File: src/verilog/aio_pkg.sv
/*
  Shared constants and types for the analog I/O scaling and fallback block:
  object numbers of the register map, field positions, reset values and widths.
  Assumes the register address is {object[15:0], sub_index[7:0]}.
*/
package aio_pkg;

  // Channel counts and widths
  localparam int AIO_NUM_AI  = 5;
  localparam int AIO_NUM_AO  = 3;
  localparam int AIO_NUM_SUP = 2;
  localparam int AIO_NUM_DI  = 8;
  localparam int AIO_ADDR_W  = 24;
  localparam int AIO_DATA_W  = 32;
  localparam int AIO_VAL_W   = 16;

  // Register objects (upper 16 address bits)
  localparam logic [15:0] AIO_OBJ_AI_VOLT   = 16'h6C01;
  localparam logic [15:0] AIO_OBJ_AO_SET    = 16'h6C11;
  localparam logic [15:0] AIO_OBJ_AO_ERRCTL = 16'h6C43;
  localparam logic [15:0] AIO_OBJ_AO_SUBST  = 16'h6C44;
  localparam logic [15:0] AIO_OBJ_AO_MODE   = 16'h46A1;
  localparam logic [15:0] AIO_OBJ_SUPPLY    = 16'h4693;
  localparam logic [15:0] AIO_OBJ_WIRE_BASE = 16'h46C0;
  localparam logic [15:0] AIO_OBJ_TEMP_CFG  = 16'h4620;
  localparam logic [15:0] AIO_OBJ_TEMP_STAT = 16'h4600;
  localparam logic [15:0] AIO_OBJ_TRIG      = 16'h4690;
  localparam logic [15:0] AIO_OBJ_DIN_STAT  = 16'h6800;
  localparam logic [15:0] AIO_OBJ_IRQ_STAT  = 16'h5000;
  localparam logic [15:0] AIO_OBJ_IRQ_CLR   = 16'h5001;
  localparam logic [15:0] AIO_OBJ_IRQ_EN    = 16'h5002;

  // Sub-indices of the thermistor configuration and digital status objects
  localparam logic [7:0] AIO_SUB_TEMP_MODE = 8'h00;
  localparam logic [7:0] AIO_SUB_TEMP_V100 = 8'h01;
  localparam logic [7:0] AIO_SUB_TEMP_V0   = 8'h02;
  localparam logic [7:0] AIO_SUB_DIN_NAT   = 8'h01;
  localparam logic [7:0] AIO_SUB_DIN_CONV  = 8'h02;

  // Field positions
  localparam int AIO_TEMP_SRC_LSB  = 0;
  localparam int AIO_TEMP_USER_BIT = 2;
  localparam int AIO_TEMP_DSEL_LSB = 4;
  localparam int AIO_DSEL_W        = 3;
  localparam int AIO_SUBST_LSB     = 16;
  localparam int AIO_EV_W          = 6;
  localparam int AIO_EV_COMM       = 5;

  // Reset values
  localparam logic [15:0] AIO_RST_RNG_MIN  = 16'h0000;
  localparam logic [15:0] AIO_RST_RNG_MAX  = 16'hFFFF;
  localparam logic [15:0] AIO_RST_TRIG_HI  = 16'h0300;
  localparam logic [15:0] AIO_RST_TRIG_LO  = 16'h0200;
  localparam logic [15:0] AIO_RST_SUPPLY   = 16'h0500;
  localparam logic [15:0] AIO_RST_SETPOINT = 16'h0000;
  localparam logic [31:0] AIO_RST_SUBST    = 32'h0000_0000;

  // Interpolation
  localparam int          AIO_DIV_W      = 24;
  localparam logic [6:0]  AIO_TEMP_SPAN  = 7'h64;

  // Motor temperature source
  typedef enum logic [1:0] {
    AIO_SRC_NONE,
    AIO_SRC_SWITCH,
    AIO_SRC_PTC
  } aio_temp_src_t;

endpackage : aio_pkg

File: src/verilog/aio_interp_if.sv
/*
  Carrier between the main block and the thermistor interpolator.
  Assumes both ends share one clock.
*/
`timescale 1ns/1ns
interface aio_interp_if;
  logic               start;
  logic [15:0]        volt;
  logic [15:0]        v_low;
  logic [15:0]        v_high;
  logic               busy;
  logic               done;
  logic signed [15:0] temp;
  modport req  (output start, volt, v_low, v_high, input busy, done, temp);
  modport calc (input start, volt, v_low, v_high, output busy, done, temp);
endinterface : aio_interp_if

File: src/verilog/aio_chan_check.sv
/*
  One analog input channel: wire-off range check and analog-to-digital hysteresis.
  Assumes sample strobes come from converter logic on the same clock.
*/
`timescale 1ns/1ns
module aio_chan_check (
  // Clock and reset
  input  wire logic        clk,
  input  wire logic        rst,
  // Sample
  input  wire logic        sample,
  input  wire logic [15:0] volt,
  // Settings
  input  wire logic [15:0] trig_high,
  input  wire logic [15:0] trig_low,
  input  wire logic [15:0] rng_min,
  input  wire logic [15:0] rng_max,
  // Results
  output logic             state_q,
  output logic             wire_off_q
);

  always_ff @(posedge clk or posedge rst) begin
    if (rst) begin
      state_q <= 1'b0;
    end else if (sample) begin
      if (volt > trig_high) begin
        state_q <= 1'b1;
      end else if (volt < trig_low) begin
        state_q <= 1'b0;
      end
    end
  end

  always_ff @(posedge clk or posedge rst) begin
    if (rst) begin
      wire_off_q <= 1'b0;
    end else if (sample) begin
      wire_off_q <= (volt < rng_min) || (volt > rng_max);
    end
  end

endmodule : aio_chan_check

File: src/verilog/aio_ptc_interp.sv
/*
  Linear interpolation of thermistor voltage to whole degrees Celsius.
  temp = (volt - v_low) * 100 / (v_high - v_low), by a serial restoring divider.
  Assumes start is only raised while busy is low.
*/
`timescale 1ns/1ns
module aio_ptc_interp
  import aio_pkg::*;
(
  // Clock and reset
  input  wire logic   clk,
  input  wire logic   rst,
  // Request side
  aio_interp_if.calc  ifc
);

  typedef enum logic {AIO_IP_IDLE, AIO_IP_RUN} aio_ip_state_t;

  aio_ip_state_t          st_q;
  logic [AIO_DIV_W-1:0]   quo_q;
  logic [AIO_DIV_W:0]     rem_q;
  logic [16:0]            den_q;
  logic [4:0]             cnt_q;
  logic                   neg_q;
  logic signed [16:0]     diff;
  logic signed [16:0]     span;
  logic signed [AIO_DIV_W-1:0] num;
  logic [AIO_DIV_W:0]     rem_sh;
  logic                   fits;

  // Operand preparation and one divider step
  always_comb begin
    diff   = $signed({1'b0, ifc.volt}) - $signed({1'b0, ifc.v_low});
    span   = $signed({1'b0, ifc.v_high}) - $signed({1'b0, ifc.v_low});
    num    = AIO_DIV_W'(diff * $signed({1'b0, AIO_TEMP_SPAN}));
    rem_sh = {rem_q[AIO_DIV_W-1:0], quo_q[AIO_DIV_W-1]};
    fits   = rem_sh >= {{(AIO_DIV_W-16){1'b0}}, den_q};
  end

  always_ff @(posedge clk or posedge rst) begin
    if (rst) begin
      st_q     <= AIO_IP_IDLE;
      quo_q    <= '0;
      rem_q    <= '0;
      den_q    <= '0;
      cnt_q    <= '0;
      neg_q    <= 1'b0;
      ifc.done <= 1'b0;
      ifc.temp <= '0;
    end else begin
      ifc.done <= 1'b0;
      case (st_q)
        AIO_IP_IDLE: begin
          if (ifc.start) begin
            if (span == 17'sd0) begin
              ifc.temp <= '0;  // Degenerate span reads as zero
              ifc.done <= 1'b1;
            end else begin
              neg_q <= (num < 0) ^ (span < 0);
              quo_q <= (num < 0) ? AIO_DIV_W'(-num) : AIO_DIV_W'(num);
              den_q <= (span < 0) ? 17'(-span) : 17'(span);
              rem_q <= '0;
              cnt_q <= 5'(AIO_DIV_W);
              st_q  <= AIO_IP_RUN;
            end
          end
        end
        AIO_IP_RUN: begin
          rem_q <= fits ? (rem_sh - {{(AIO_DIV_W-16){1'b0}}, den_q}) : rem_sh;
          quo_q <= {quo_q[AIO_DIV_W-2:0], fits};
          cnt_q <= cnt_q - 5'd1;
          if (cnt_q == 5'd1) begin
            ifc.temp <= neg_q ? -$signed({quo_q[14:0], fits}) : $signed({quo_q[14:0], fits});
            ifc.done <= 1'b1;
            st_q     <= AIO_IP_IDLE;
          end
        end
        default: st_q <= AIO_IP_IDLE;
      endcase
    end
  end

  assign ifc.busy = (st_q == AIO_IP_RUN);

endmodule : aio_ptc_interp

File: src/verilog/aio_top.sv
/*
  Analog I/O scaling and fallback: analog input voltages, wire-off checks,
  analog-to-digital conversion, motor temperature, analog outputs with
  network-failure substitution, and one level interrupt.
  Assumes converter samples and the comm failure level arrive on clk;
  digital pins are asynchronous. Register address is {object, sub_index}.
*/
`timescale 1ns/1ns
// Operation
// - Input voltages are reported as 16-bit values, 1/256 V per bit.
// - Every analog input takes voltage or pot, and doubles as digital input.
// - Two sensor supply voltages are set by configuration registers.
// - Each input holds an allowed range; full range disables the check.
// - Motor temperature source is none, digital switch, or thermistor.
// - User thermistor temperature interpolates between 0 and 100 degree voltages.
// - Switch mode takes its state from a selectable digital input.
// - Measured temperature or switch state is readable as status.
// - Each channel has configurable high and low trigger voltages.
// - Digital status: native inputs at sub-index 1, converted at 2.
// - Three analog outputs drive contactor-type loads.
// - Each output selects voltage or current regulation.
// - Output setpoints are 16-bit, 1/256 V or A per bit.
// - On network failure each output holds or takes its substitute.
// - Substitute is a 32-bit word; only its upper 16 bits count.
module aio_top
  import aio_pkg::*;
#(
  parameter logic [15:0] BUILTIN_V0   = 16'h0400,  // Built-in sensor voltage at 0 degrees
  parameter logic [15:0] BUILTIN_V100 = 16'h0600   // Built-in sensor voltage at 100 degrees
) (
  // Clock and reset
  input  wire logic                                clk,
  input  wire logic                                rst,
  // Register port
  input  wire logic [aio_pkg::AIO_ADDR_W-1:0]      reg_addr,
  input  wire logic [aio_pkg::AIO_DATA_W-1:0]      reg_wdata,
  input  wire logic                                reg_wr,
  input  wire logic                                reg_rd,
  output logic      [aio_pkg::AIO_DATA_W-1:0]      reg_rdata,
  // Converter samples
  input  wire logic                                adc_valid,
  input  wire logic [aio_pkg::AIO_NUM_AI-1:0][15:0] adc_volt,
  // Digital input pins
  input  wire logic [aio_pkg::AIO_NUM_DI-1:0]      din_pin,
  // Network state
  input  wire logic                                comm_fail,
  // Analog outputs
  output logic      [aio_pkg::AIO_NUM_AO-1:0][15:0] ao_value,
  output logic      [aio_pkg::AIO_NUM_AO-1:0]      ao_current_mode,
  // Sensor supplies
  output logic      [aio_pkg::AIO_NUM_SUP-1:0][15:0] supply_volt,
  // Input status
  output logic      [aio_pkg::AIO_NUM_AI-1:0]      wire_off,
  output logic      [aio_pkg::AIO_NUM_AI-1:0]      ai_digital,
  output logic signed [15:0]                       motor_temp,
  output logic                                     temp_switch,
  // Interrupt
  output logic                                     irq
);

  // Register storage
  logic [AIO_NUM_AI-1:0][15:0]  volt_q;
  logic [AIO_NUM_AI-1:0][15:0]  rng_min_q;
  logic [AIO_NUM_AI-1:0][15:0]  rng_max_q;
  logic [AIO_NUM_AI-1:0][15:0]  trig_hi_q;
  logic [AIO_NUM_AI-1:0][15:0]  trig_lo_q;
  logic [AIO_NUM_AO-1:0][15:0]  setpoint_q;
  logic [AIO_NUM_AO-1:0][31:0]  subst_q;
  logic [AIO_NUM_AO-1:0]        errctl_q;
  logic [1:0]                   temp_src_q;
  logic                         temp_user_q;
  logic [AIO_DSEL_W-1:0]        temp_dsel_q;
  logic [15:0]                  temp_v100_q;
  logic [15:0]                  temp_v0_q;
  logic [AIO_EV_W-1:0]          ev_stat_q;
  logic [AIO_EV_W-1:0]          ev_en_q;
  logic [AIO_NUM_DI-1:0]        din_meta_q;
  logic [AIO_NUM_DI-1:0]        din_q;
  logic [AIO_NUM_AI-1:0]        wire_off_prev_q;
  logic                         comm_prev_q;
  logic                         ptc_pend_q;

  // Decode helpers
  logic [15:0]                  obj;
  logic [7:0]                   sub;
  logic [AIO_EV_W-1:0]          ev_set;
  logic [AIO_EV_W-1:0]          ev_clr;
  logic [AIO_NUM_AI-1:0]        chan_state;
  logic [AIO_NUM_AI-1:0]        chan_fault;
  logic [AIO_DATA_W-1:0]        rdata_d;
  logic [15:0]                  ptc_lo;
  logic [15:0]                  ptc_hi;

  aio_interp_if                 ip_if ();

  assign obj = reg_addr[23:8];
  assign sub = reg_addr[7:0];

  always_ff @(posedge clk or posedge rst) begin
    if (rst) begin
      volt_q <= '0;
    end else if (adc_valid) begin
      volt_q <= adc_volt;
    end
  end

  // Two-stage pin synchroniser
  always_ff @(posedge clk or posedge rst) begin
    if (rst) begin
      din_meta_q <= '0;
      din_q      <= '0;
    end else begin
      din_meta_q <= din_pin;
      din_q      <= din_meta_q;
    end
  end

  genvar gi;
  generate
    for (gi = 0; gi < AIO_NUM_AI; gi++) begin : g_chan
      aio_chan_check u_chk (
        .clk        (clk),
        .rst        (rst),
        .sample     (adc_valid),
        .volt       (adc_volt[gi]),
        .trig_high  (trig_hi_q[gi]),
        .trig_low   (trig_lo_q[gi]),
        .rng_min    (rng_min_q[gi]),
        .rng_max    (rng_max_q[gi]),
        .state_q    (chan_state[gi]),
        .wire_off_q (chan_fault[gi])
      );
    end
  endgenerate

  // Per-channel input settings
  always_ff @(posedge clk or posedge rst) begin
    if (rst) begin
      for (int i = 0; i < AIO_NUM_AI; i++) begin
        rng_min_q[i] <= AIO_RST_RNG_MIN;
        rng_max_q[i] <= AIO_RST_RNG_MAX;
        trig_hi_q[i] <= AIO_RST_TRIG_HI;
        trig_lo_q[i] <= AIO_RST_TRIG_LO;
      end
    end else if (reg_wr) begin
      for (int i = 0; i < AIO_NUM_AI; i++) begin
        if (obj == AIO_OBJ_WIRE_BASE + 16'(i) && sub == 8'h00) begin
          rng_min_q[i] <= reg_wdata[15:0];
          rng_max_q[i] <= reg_wdata[31:16];
        end
        if (obj == AIO_OBJ_TRIG && sub == 8'(i + 1)) begin
          trig_lo_q[i] <= reg_wdata[15:0];
          trig_hi_q[i] <= reg_wdata[31:16];
        end
      end
    end
  end

  // Output and supply settings
  always_ff @(posedge clk or posedge rst) begin
    if (rst) begin
      setpoint_q      <= '0;
      subst_q         <= '0;
      errctl_q        <= '0;
      ao_current_mode <= '0;
      supply_volt     <= '0;
      for (int i = 0; i < AIO_NUM_AO; i++) begin
        setpoint_q[i] <= AIO_RST_SETPOINT;
        subst_q[i]    <= AIO_RST_SUBST;
      end
      for (int i = 0; i < AIO_NUM_SUP; i++) begin
        supply_volt[i] <= AIO_RST_SUPPLY;
      end
    end else if (reg_wr) begin
      for (int i = 0; i < AIO_NUM_AO; i++) begin
        if (obj == AIO_OBJ_AO_SET && sub == 8'(i + 1)) begin
          setpoint_q[i] <= reg_wdata[15:0];
        end
        if (obj == AIO_OBJ_AO_SUBST && sub == 8'(i + 1)) begin
          subst_q[i] <= reg_wdata;
        end
      end
      if (obj == AIO_OBJ_AO_MODE && sub == 8'h00) begin
        ao_current_mode <= reg_wdata[AIO_NUM_AO-1:0];
      end
      if (obj == AIO_OBJ_AO_ERRCTL && sub == 8'h00) begin
        errctl_q <= reg_wdata[AIO_NUM_AO-1:0];
      end
      for (int i = 0; i < AIO_NUM_SUP; i++) begin
        if (obj == AIO_OBJ_SUPPLY && sub == 8'(i + 1)) begin
          supply_volt[i] <= reg_wdata[15:0];
        end
      end
    end
  end

  always_ff @(posedge clk or posedge rst) begin
    if (rst) begin
      ao_value <= '0;
    end else begin
      for (int i = 0; i < AIO_NUM_AO; i++) begin
        if (comm_fail && errctl_q[i]) begin
          ao_value[i] <= subst_q[i][AIO_SUBST_LSB +: 16];
        end else begin
          ao_value[i] <= setpoint_q[i];
        end
      end
    end
  end

  always_ff @(posedge clk or posedge rst) begin
    if (rst) begin
      temp_src_q  <= 2'(AIO_SRC_NONE);
      temp_user_q <= 1'b0;
      temp_dsel_q <= '0;
      temp_v100_q <= BUILTIN_V100;
      temp_v0_q   <= BUILTIN_V0;
    end else if (reg_wr && obj == AIO_OBJ_TEMP_CFG) begin
      if (sub == AIO_SUB_TEMP_MODE) begin
        temp_src_q  <= reg_wdata[AIO_TEMP_SRC_LSB +: 2];
        temp_user_q <= reg_wdata[AIO_TEMP_USER_BIT];
        temp_dsel_q <= reg_wdata[AIO_TEMP_DSEL_LSB +: AIO_DSEL_W];
      end
      if (sub == AIO_SUB_TEMP_V100) begin
        temp_v100_q <= reg_wdata[15:0];
      end
      if (sub == AIO_SUB_TEMP_V0) begin
        temp_v0_q <= reg_wdata[15:0];
      end
    end
  end

  assign ptc_lo = temp_user_q ? temp_v0_q : BUILTIN_V0;
  assign ptc_hi = temp_user_q ? temp_v100_q : BUILTIN_V100;

  // Thermistor request: a sample arriving while busy waits for the divider
  always_ff @(posedge clk or posedge rst) begin
    if (rst) begin
      ptc_pend_q <= 1'b0;
    end else if (ip_if.start) begin
      ptc_pend_q <= 1'b0;
    end else if (adc_valid && temp_src_q == 2'(AIO_SRC_PTC)) begin
      ptc_pend_q <= 1'b1;
    end
  end

  assign ip_if.start  = ptc_pend_q && !ip_if.busy && !ip_if.done;
  assign ip_if.volt   = volt_q[AIO_NUM_AI-1];
  assign ip_if.v_low  = ptc_lo;
  assign ip_if.v_high = ptc_hi;

  aio_ptc_interp u_interp (
    .clk (clk),
    .rst (rst),
    .ifc (ip_if)
  );

  always_ff @(posedge clk or posedge rst) begin
    if (rst) begin
      motor_temp  <= '0;
      temp_switch <= 1'b0;
    end else begin
      if (ip_if.done && temp_src_q == 2'(AIO_SRC_PTC)) begin
        motor_temp <= ip_if.temp;
      end
      temp_switch <= (temp_src_q == 2'(AIO_SRC_SWITCH)) ? din_q[temp_dsel_q] : 1'b0;
    end
  end

  // Channel status outputs
  always_ff @(posedge clk or posedge rst) begin
    if (rst) begin
      wire_off        <= '0;
      ai_digital      <= '0;
      wire_off_prev_q <= '0;
      comm_prev_q     <= 1'b0;
    end else begin
      wire_off        <= chan_fault;
      ai_digital      <= chan_state;
      wire_off_prev_q <= chan_fault;
      comm_prev_q     <= comm_fail;
    end
  end

  // Event sources and write-one clear
  assign ev_set = {comm_fail & ~comm_prev_q, chan_fault & ~wire_off_prev_q};
  assign ev_clr = (reg_wr && obj == AIO_OBJ_IRQ_CLR) ? reg_wdata[AIO_EV_W-1:0] : '0;

  // Sticky status, set beats clear
  always_ff @(posedge clk or posedge rst) begin
    if (rst) begin
      ev_stat_q <= '0;
    end else begin
      ev_stat_q <= (ev_stat_q & ~ev_clr) | ev_set;
    end
  end

  // Interrupt enable register
  always_ff @(posedge clk or posedge rst) begin
    if (rst) begin
      ev_en_q <= '0;
    end else if (reg_wr && obj == AIO_OBJ_IRQ_EN) begin
      ev_en_q <= reg_wdata[AIO_EV_W-1:0];
    end
  end

  // Level interrupt
  always_ff @(posedge clk or posedge rst) begin
    if (rst) begin
      irq <= 1'b0;
    end else begin
      irq <= |(ev_stat_q & ev_en_q);
    end
  end

  // Read decode
  always_comb begin
    rdata_d = '0;
    case (obj)
      AIO_OBJ_AI_VOLT: begin
        for (int i = 0; i < AIO_NUM_AI; i++) begin
          if (sub == 8'(i + 1)) rdata_d = {16'h0000, volt_q[i]};
        end
      end
      AIO_OBJ_TRIG: begin
        for (int i = 0; i < AIO_NUM_AI; i++) begin
          if (sub == 8'(i + 1)) rdata_d = {trig_hi_q[i], trig_lo_q[i]};
        end
      end
      AIO_OBJ_AO_SET: begin
        for (int i = 0; i < AIO_NUM_AO; i++) begin
          if (sub == 8'(i + 1)) rdata_d = {16'h0000, setpoint_q[i]};
        end
      end
      AIO_OBJ_AO_SUBST: begin
        for (int i = 0; i < AIO_NUM_AO; i++) begin
          if (sub == 8'(i + 1)) rdata_d = subst_q[i];
        end
      end
      AIO_OBJ_SUPPLY: begin
        for (int i = 0; i < AIO_NUM_SUP; i++) begin
          if (sub == 8'(i + 1)) rdata_d = {16'h0000, supply_volt[i]};
        end
      end
      AIO_OBJ_AO_MODE: if (sub == 8'h00) rdata_d = 32'(ao_current_mode);
      AIO_OBJ_AO_ERRCTL: if (sub == 8'h00) rdata_d = 32'(errctl_q);
      AIO_OBJ_TEMP_CFG: begin
        if (sub == AIO_SUB_TEMP_MODE) begin
          rdata_d = 32'({temp_dsel_q, 1'b0, temp_user_q, temp_src_q});
        end
        if (sub == AIO_SUB_TEMP_V100) rdata_d = {16'h0000, temp_v100_q};
        if (sub == AIO_SUB_TEMP_V0) rdata_d = {16'h0000, temp_v0_q};
      end
      AIO_OBJ_TEMP_STAT: begin
        if (sub == 8'h00) begin
          if (temp_src_q == 2'(AIO_SRC_PTC)) rdata_d = 32'(unsigned'(motor_temp));
          else if (temp_src_q == 2'(AIO_SRC_SWITCH)) rdata_d = 32'(temp_switch);
        end
      end
      AIO_OBJ_DIN_STAT: begin
        if (sub == AIO_SUB_DIN_NAT) rdata_d = 32'(din_q);
        if (sub == AIO_SUB_DIN_CONV) rdata_d = 32'(ai_digital);
      end
      AIO_OBJ_IRQ_STAT: if (sub == 8'h00) rdata_d = 32'(ev_stat_q);
      AIO_OBJ_IRQ_EN: if (sub == 8'h00) rdata_d = 32'(ev_en_q);
      default: begin
        for (int i = 0; i < AIO_NUM_AI; i++) begin
          if (obj == AIO_OBJ_WIRE_BASE + 16'(i) && sub == 8'h00) begin
            rdata_d = {rng_max_q[i], rng_min_q[i]};
          end
        end
      end
    endcase
  end

  // Read data one cycle after strobe, zero otherwise
  always_ff @(posedge clk or posedge rst) begin
    if (rst) begin
      reg_rdata <= '0;
    end else begin
      reg_rdata <= reg_rd ? rdata_d : '0;
    end
  end

endmodule : aio_top

File: config.mk
export PLATFORM = sky130hd
export DESIGN_NAME = aio_top
export DESIGN_NICKNAME = d
export VERILOG_FILES = /design/src/verilog/aio_pkg.sv /design/src/verilog/aio_interp_if.sv /design/src/verilog/aio_chan_check.sv /design/src/verilog/aio_ptc_interp.sv /design/src/verilog/aio_top.sv
export SDC_FILE = /design/constraint.sdc
export NUM_CORES = 2
export LEC_CHECK = 0
export ABC_AREA = 1
export BUFFER_PORTS_ARGS = -buffer_cell sky130_fd_sc_hd__buf_2
export CAP_MARGIN = 10
export CORE_ASPECT_RATIO = 0.75
export CORE_MARGIN = 10
export CORE_UTILIZATION = 50
export DETAILED_ROUTE_END_ITERATION = 8
export PLACE_DENSITY = 0.71
export SLEW_MARGIN = 20
export SYNTH_ARGS = -nofsm -noshare
export SYNTH_HDL_FRONTEND = slang
export SYNTH_HIERARCHICAL = 1
export SYNTH_SLANG_ARGS = --single-unit
File: constraint.sdc
create_clock -name clk -period 21.9 [get_ports clk]
set_clock_uncertainty 0.05 [all_clocks]
set_input_delay 2.19 -clock clk [delete_from_list [all_inputs] [get_ports clk]]
set_output_delay 2.19 -clock clk [all_outputs]
set_load 0.1 [all_outputs]
## After elaboration in Yosys (flattened, before gate mapping)

Index checks and enable logic that the tools add are counted.

| word-level totals | value |
|---|---|
| register bits | 857 |
| bits of input ports | 150 |
| output and inout bits | 143 |
| word-level logic and storage cells | 306 |

| operators by class | value |
|---|---|
| $add $sub $neg | 7 |
| $mul | 1 |
| magnitude comparators | 24 |
| eq/ne operators | 30 |
| muxes and demuxes | 83 |
| bitwise logic cells | 11 |
| reduce and logical (&&, ||, !) cells | 77 |

Operators by type and width:

| cell | number |
|---|---|
| 2-to-1 mux 32 bit | 24 |
| case mux 32 bit (12 select lines) | 1 |
| equality test 16 x 15 -> 1 bit (second input constant) | 18 |
| 2-to-1 mux 16 bit | 14 |
| greater-than comparator 16 bit | 10 |
| < comparator 16 bit | 10 |
| 2-to-1 mux 24 bit | 6 |
| case mux 24 bit (2 select lines) | 2 |
| AND reduction 2 bit | 29 |
| subtractor 16 x 16 -> 17 bit | 2 |
| case mux 16 bit (2 select lines) | 1 |
| logical AND 1 bit | 30 |
| >= comparator 25 x 17 -> 1 bit | 1 |
| < comparator 24 x 1 -> 1 bit (second input constant) | 1 |
| negator 24 bit | 1 |
| subtractor 24 x 17 -> 24 bit | 1 |
| multiplier 17 x 6 -> 22 bit (second input constant) | 1 |
| 2-to-1 mux 1 bit | 21 |
| 2-to-1 mux 6 bit | 3 |
| logical NOT 17 bit | 1 |
| < comparator 17 x 1 -> 1 bit (second input constant) | 1 |
| 2-to-1 mux 17 bit | 1 |
| negator 17 bit | 1 |
| equality test 8 x 2 -> 1 bit (second input constant) | 2 |
| other kinds (31) | 51 |

## Logic depth before layout (Yosys ltp)

| depth | value |
|---|---|
| depth after elaboration | 9 |
| mapped depth | 35 |
| depth with buffers taken out | 33 |

## Cells and area by module

Netlist, hierarchy kept.

Modules (own cells, without submodules):

| module | instances | cells an instance | area each (um2) | sequential area each (um2) |
|---|---|---|---|---|
| aio_top | 1 | 4321 | 34261.6 | 19095.8 |
| aio_ptc_interp | 1 | 1524 | 9970.8 | 2227.1 |
| aio_chan_check at g_chan[0].u_chk ... | 4 | 269 | 1717.9 | 50.0 |
| aio_chan_check at g_chan[4].u_chk | 1 | 269 | 1705.4 | 50.0 |

## Worst setup path before layout

No wires, ideal clock.

| timing | value |
|---|---|
| path kind | flip-flop to flip-flop |
| start | reg temp_user_q |
| end | reg u_interp.quo_q[11] |
| setup time | 0.124 ns |
| arrival | 5.076 ns |
| required time | 21.726 ns |
| setup slack | 16.650 ns |
| stages on the path, launching flop included | 33 |
| buffers on the path | 3 |
| period minus slack after synthesis | 5.250 ns |
| cell sequence | dfrtp_1 > clkbuf_1 > clkbuf_1 > nand2_1 > inv_1 > ha_1 > fa_1 > inv_1 > nand3_1 > nand2_1 > inv_1 > o21ai_2 > nand3_1 > nand2_1 > xor2_1 > inv_1 > ha_1 > ha_1 > a31o_2 > ha_1 > ha_1 > a21oi_1 > nor2_1 > o21ai_0 > nand2_1 > a21oi_1 > nand2_1 > nand2_2 > buf_2 > nand2_1 > xor2_1 > nand2_1 > nand3_1 |

| between the ends | value |
|---|---|
| cells in the longest elaborated chain, start to end | 8 |
| elaborated cells on any way between the ends | 14 |
| classes of those cells | 3 x add/sub; 1 x mul; 1 x order compare; 1 x eq/ne; 6 x mux; 2 x reduce/logical |

RTL lines:

| what | RTL line | source |
|---|---|---|
| start: declaration | aio_top.sv:71 | `logic temp_user_q;` |
| start signal: assignment | aio_top.sv:221 | `temp_user_q <= reg_wdata[AIO_TEMP_USER_BIT];` |
| 2-to-1 mux 16 bit (*) | aio_top.sv:233 | `assign ptc_lo = temp_user_q ? temp_v0_q : BUILTIN_V0;` |
| named net ip_if.v_low[0] | aio_interp_if.sv:9 | `logic [15:0] v_low;` |
| subtractor 16 x 16 -> 17 bit | aio_ptc_interp.sv:33 | `diff = $signed({1'b0, ifc.volt}) - $signed({1'b0, ifc.v_low});` |
| multiplier 17 x 6 -> 22 bit | aio_ptc_interp.sv:35 | `num = AIO_DIV_W'(diff * $signed({1'b0, AIO_TEMP_SPAN}));` |
| negator 24 bit / < comparator 24 x 1 -> 1 bit (equally long branches) | aio_ptc_interp.sv:60 | `quo_q <= (num < 0) ? AIO_DIV_W'(-num) : AIO_DIV_W'(num);` |
| 2-to-1 mux 24 bit | aio_ptc_interp.sv:60 |  |
| 2-to-1 mux 24 bit | aio_ptc_interp.sv:55 | `if (span == 17'sd0) begin` |
| 2-to-1 mux 24 bit | aio_ptc_interp.sv:54 | `if (ifc.start) begin` |
| case mux 24 bit (2 select lines) | aio_ptc_interp.sv:52 | `case (st_q)` |
| end signal: assignment | aio_ptc_interp.sv:60 |  |
| end signal: assignment | aio_ptc_interp.sv:70 | `quo_q <= {quo_q[AIO_DIV_W-2:0], fits};` |
| end: declaration | aio_ptc_interp.sv:20 | `logic [AIO_DIV_W-1:0] quo_q;` |

The timed path passes the listed nets; every way through them passes the cells marked *. The select of a mux whose other input is x is not followed.
A chain may end at the register's enable or synchronous reset.

## Worst setup path after layout

| timing | value |
|---|---|
| start | reg temp_user_q |
| end | reg u_interp.quo_q[16] |

Same word-level chain as after synthesis.

==> impl_summary.log <==
[metrics] outcome: finished clean
[metrics] cell row count: just over 100
[metrics] Setup crit start: temp_user_q
[metrics] I/O pin count: about 290
[metrics] max-slew violation count: 0
[metrics] element type at the critical path end: register
[metrics] Yosys warning count: 6
[metrics] DR pass1 iterations: 7
[metrics] Placed Cells incl. Taps: 8634
[metrics] routed vias/inst: 5.78
[metrics] clock insertion delay at the later pin of the skew report: ~0.7 ns
[metrics] share of layout cells above drive strength 1: about a tenth
[metrics] transition at the pin with the smallest max-transition slack: approximately 1.3 ns
[metrics] post-synth design cell area: 0.0528 mm²
[metrics] CTS Hold Buffers Added: 0
[metrics] multiplexer area fraction after synthesis: 0.171%
[metrics] wire per inst: around 24 µm
[metrics] proportion of synthesized flip-flops having asynchronous set or reset: 100%
[metrics] WHS: about 0.3 ns
[metrics] unrepaired setup endpoints after global routing: false
[metrics] Total Power: approximately 4.8 mW
[metrics] number of enable flip-flop cells after synthesis: 0
[metrics] Fin Setup TNS: 0 ns
[metrics] clock root buffer master: sky130_fd_sc_hd__clkbuf_16
[metrics] final wirelength: roughly 210 mm
[metrics] TritonCTS clock tree: built
[metrics] post-synthesis to final-layout area growth: 11.0%
[metrics] number of nets in the layout: 7895
[metrics] Reg-to-Reg End: u_interp/quo_q[16]
[metrics] Max Clock Freq: 162 MHz
[metrics] part of the cycle the worst path needs: 28.2%
[metrics] Detailed Route Iter0 Violations: a little under 7000
[metrics] syn_nets: between 7000 and 8000
[metrics] die boundary height: around 300 µm
[metrics] most instantiated flip-flop cell in the synthesis netlist: sky130_fd_sc_hd__dfrtp_1
[metrics] post-route antenna net violation count: 0
[metrics] half-perimeter wire length after placement: about 150 mm
[metrics] maximum number of pins on one net before global-route repair: roughly 170
[metrics] area of placed instances: between 0.05 and 0.06 mm²
[metrics] largest buffer count on any clock path: 3
[metrics] area share of xor/xnor cells in the synthesized design: less than 1%
[metrics] number of buffers added for setup after CTS: 0
[metrics] share of the synthesized area in compound gates (AO/OA/AOI/OAI): between 10% and 20%
[metrics] count of cells along the worst hold path: 0
[metrics] power density cells: 82.1 mW/mm²
[metrics] average cell area after synthesis: 7.34 µm²
[metrics] TritonCTS sink count: 857
[metrics] slack of the worst reg-to-reg path: 15.73 ns
[metrics] via count of the first global-routing pass: ~47000
[metrics] Critical Path Fanout Max: 34
[metrics] worst slack, placed: 15.24 ns
[metrics] post_cts resized: 0
[metrics] final critical path time including I/O delays and setup: a little over 6 ns
[metrics] Layout Utilization: between 50% and 60%
[metrics] synthesized netlist cell count: about 7000
[metrics] Hold WC Path Type: register to register
[metrics] level count of the clock H-tree: 3
[metrics] number of max-capacitance violations reported: 0
[metrics] CP Class: register to register
[metrics] Placeable Area: ~0.11 mm²
[metrics] Final Hold Fails: 0
[metrics] Finished Layout Cells: slightly below 9000
[metrics] global route total overflow: 0
[metrics] Remaining DRCs: 0
[metrics] leakage power: 29.0 nW
[metrics] Clock transition at path regs: ~0.060 ns
[metrics] terminating pin of the worst hold path: din_q[7]
[metrics] CP startpoint kind: register
[metrics] global-route wire length before repair: between 300 and 400 mm
[metrics] post-route cell area: between 0.05 and 0.06 mm²
[metrics] slowest cell on the critical path: sky130_fd_sc_hd__nand2_2
[metrics] Placer Congestion: around 1
[metrics] FILL cells: approximately 9900
[metrics] peak per-stage delay on the critical path: just over 0.4 ns
[metrics] synth unique cells: 63
[metrics] TritonCTS Buffers: between 90 and 100
[metrics] worst endpoint data arrival time: 6.73 ns
[metrics] via count: 50900
[metrics] Worst IR Drop VDD: a little over 0.06 mV
[metrics] endpoint required time on the critical path: between 20 and 25 ns
[metrics] simple logic cell fraction of the synthesized area: about 25%
[metrics] initial antenna violation count: 25
[metrics] number of cells on the worst reg-to-reg path: 30
[metrics] arithmetic-cell share of the synthesized area counting full adders, half adders and majority gates: roughly a tenth
[metrics] global router's overall resource usage: about a third
[metrics] Slew HR: around 15%
[metrics] number of setup violations in the final report: 0
[metrics] Die Footprint: 0.119 mm²
[metrics] die width: between 300 and 400 µm
[metrics] count of input and output buffers: about 300
[metrics] final setup margin: approximately 16 ns
[metrics] Hold Startpoint: din_meta_q[7]
[metrics] source of the worst register-to-register timing path: temp_user_q
[metrics] number of register bits inferred by synthesis: roughly 860
[metrics] largest family of logic cells by synthesized area: simple AND/OR/NAND/NOR gates
[metrics] sequential fraction of the synthesis area: 40.9%
[metrics] effective utilization at floorplan: 50.3%
[worst max-delay path by stage]
stage and end:
5_1_grt u_interp/quo_q[4], 3_5_place_dp motor_temp[12], 4_1_cts u_interp/quo_q[16], 6_report u_interp/quo_q[16]
3_3_place_gp supply_volt[29], 2_1_floorplan ai_digital[0]
[routing by layer]
| layer | up-vias | wire length, µm | global-route usage, % |
|---|---|---|---|
| met2 | 3075 | 80400 | 46.2 |
| li1 | 23300 | - | - |
| met5 | - | 236 | 1.09 |
| met1 | 24100 | 86100 | 47.6 |
| met3 | 523 | 31200 | 13.4 |
| met4 | 10 | 10300 | 14.6 |
[final cells by class]
type	count	area [µm²]	area share, %
Inverter	891	3350	5.71
Sequential cell	857	21600	36.8
Tap cell	1417	1770	3.02
Clock inverter	50	657	1.12
Antenna cell	12	30.0	0.0512
Clock buffer	124	2610	4.46
Timing Repair Buffer	351	1950	3.33
Multi-Input combinational cell	5118	26700	45.5
[cell families (layout without fill, tap and decap cells)]
logic type      Yosys count  count (layout)
other cells               0              12
buf+inv                1215            1416
mux                       8               8
simple gates           3205            3205
compound gates         1413            1413
flops                   857             857
fa+ha+maj               433             433
xor+xnor                 59              59
[synthesized netlist by cell type, types with 6 or more instances]
cell                       count  share of area [%]
sky130_fd_sc_hd__buf_2        49               0.46
sky130_fd_sc_hd__a21oi_1     417                4.0
sky130_fd_sc_hd__nor3_2       10               0.19
sky130_fd_sc_hd__o211ai_1     27               0.38
sky130_fd_sc_hd__nor2_1      493                3.5
sky130_fd_sc_hd__dfstp_2     102                5.1
sky130_fd_sc_hd__clkbuf_1    253                1.8
sky130_fd_sc_hd__nand3b_1     13               0.18
sky130_fd_sc_hd__nand3_2       8               0.15
sky130_fd_sc_hd__a21o_1       16               0.23
sky130_fd_sc_hd__inv_1       852                6.1
sky130_fd_sc_hd__nand4_1      45               0.53
sky130_fd_sc_hd__nor3_1       16               0.15
sky130_fd_sc_hd__o21ai_2      10               0.17
sky130_fd_sc_hd__buf_1        10              0.071
sky130_fd_sc_hd__o21ai_1      55               0.52
sky130_fd_sc_hd__clkinv_1      8              0.057
sky130_fd_sc_hd__nand3_1     316                3.0
sky130_fd_sc_hd__nor4_1       12               0.14
sky130_fd_sc_hd__fa_1         10               0.38
sky130_fd_sc_hd__inv_2        31               0.22
sky130_fd_sc_hd__xor2_1       44               0.73
sky130_fd_sc_hd__xnor2_1      15               0.25
sky130_fd_sc_hd__nand2_2      24               0.28
sky130_fd_sc_hd__mux2_2        8               0.17
sky130_fd_sc_hd__a31oi_1       9               0.11
sky130_fd_sc_hd__nor2_2       17               0.20
sky130_fd_sc_hd__a211oi_1      6              0.085
sky130_fd_sc_hd__nand2_1    2224                 16
sky130_fd_sc_hd__ha_1        423                 10
sky130_fd_sc_hd__o21a_1       11               0.16
sky130_fd_sc_hd__dfrtp_1     755                 36
sky130_fd_sc_hd__o21bai_1      8               0.11
sky130_fd_sc_hd__buf_6         6               0.13
sky130_fd_sc_hd__o21ai_0     827                7.8
[layout by cell type, fill, tap and decap left out, drive strengths merged, types with 10 or more instances in the layout]
cell type,count
nand4,46
nand3b,13
o21ai,892
clkbuf,124
xnor2,15
inv,886
diode,12
fa,10
nand3,325
buf,351
a31oi,13
o21a,11
dfstp,102
a21o,16
xor2,44
a21oi,419
ha,423
bufinv,12
clkinv,35
nor4,13
o211ai,27
nor2,513
nand2,2252
nor3,31
dfrtp,755
[sequential cells by signal, summed over array words and instances (netlist names), 48 cells and up]
register and cells:
trig_lo_q 80, ao_value 48, volt_q 64, subst_q 96, setpoint_q 48, trig_hi_q 80
rng_min_q 80, rng_max_q 80
[worst max-delay path, delay by kind of cell (launching register included)]
family	cells	cell delay (ns)
simple gates	11	1.37
xor+xnor	1	0.37
flops	1	0.36
fa+ha+maj	6	1.88
buf+inv	6	0.78
compound gates	6	1.22
[where the power goes]
part / internal (mW) / leakage [nW] / switching [mW]
Sequential: 1.66 / 11.2 / 0.0780
Combinational: 0.443 / 16.1 / 0.922
Clock: 0.988 / 1.59 / 0.720
Total: 3.09 / 29.0 / 1.72
(Power assumes the default switching activity.)
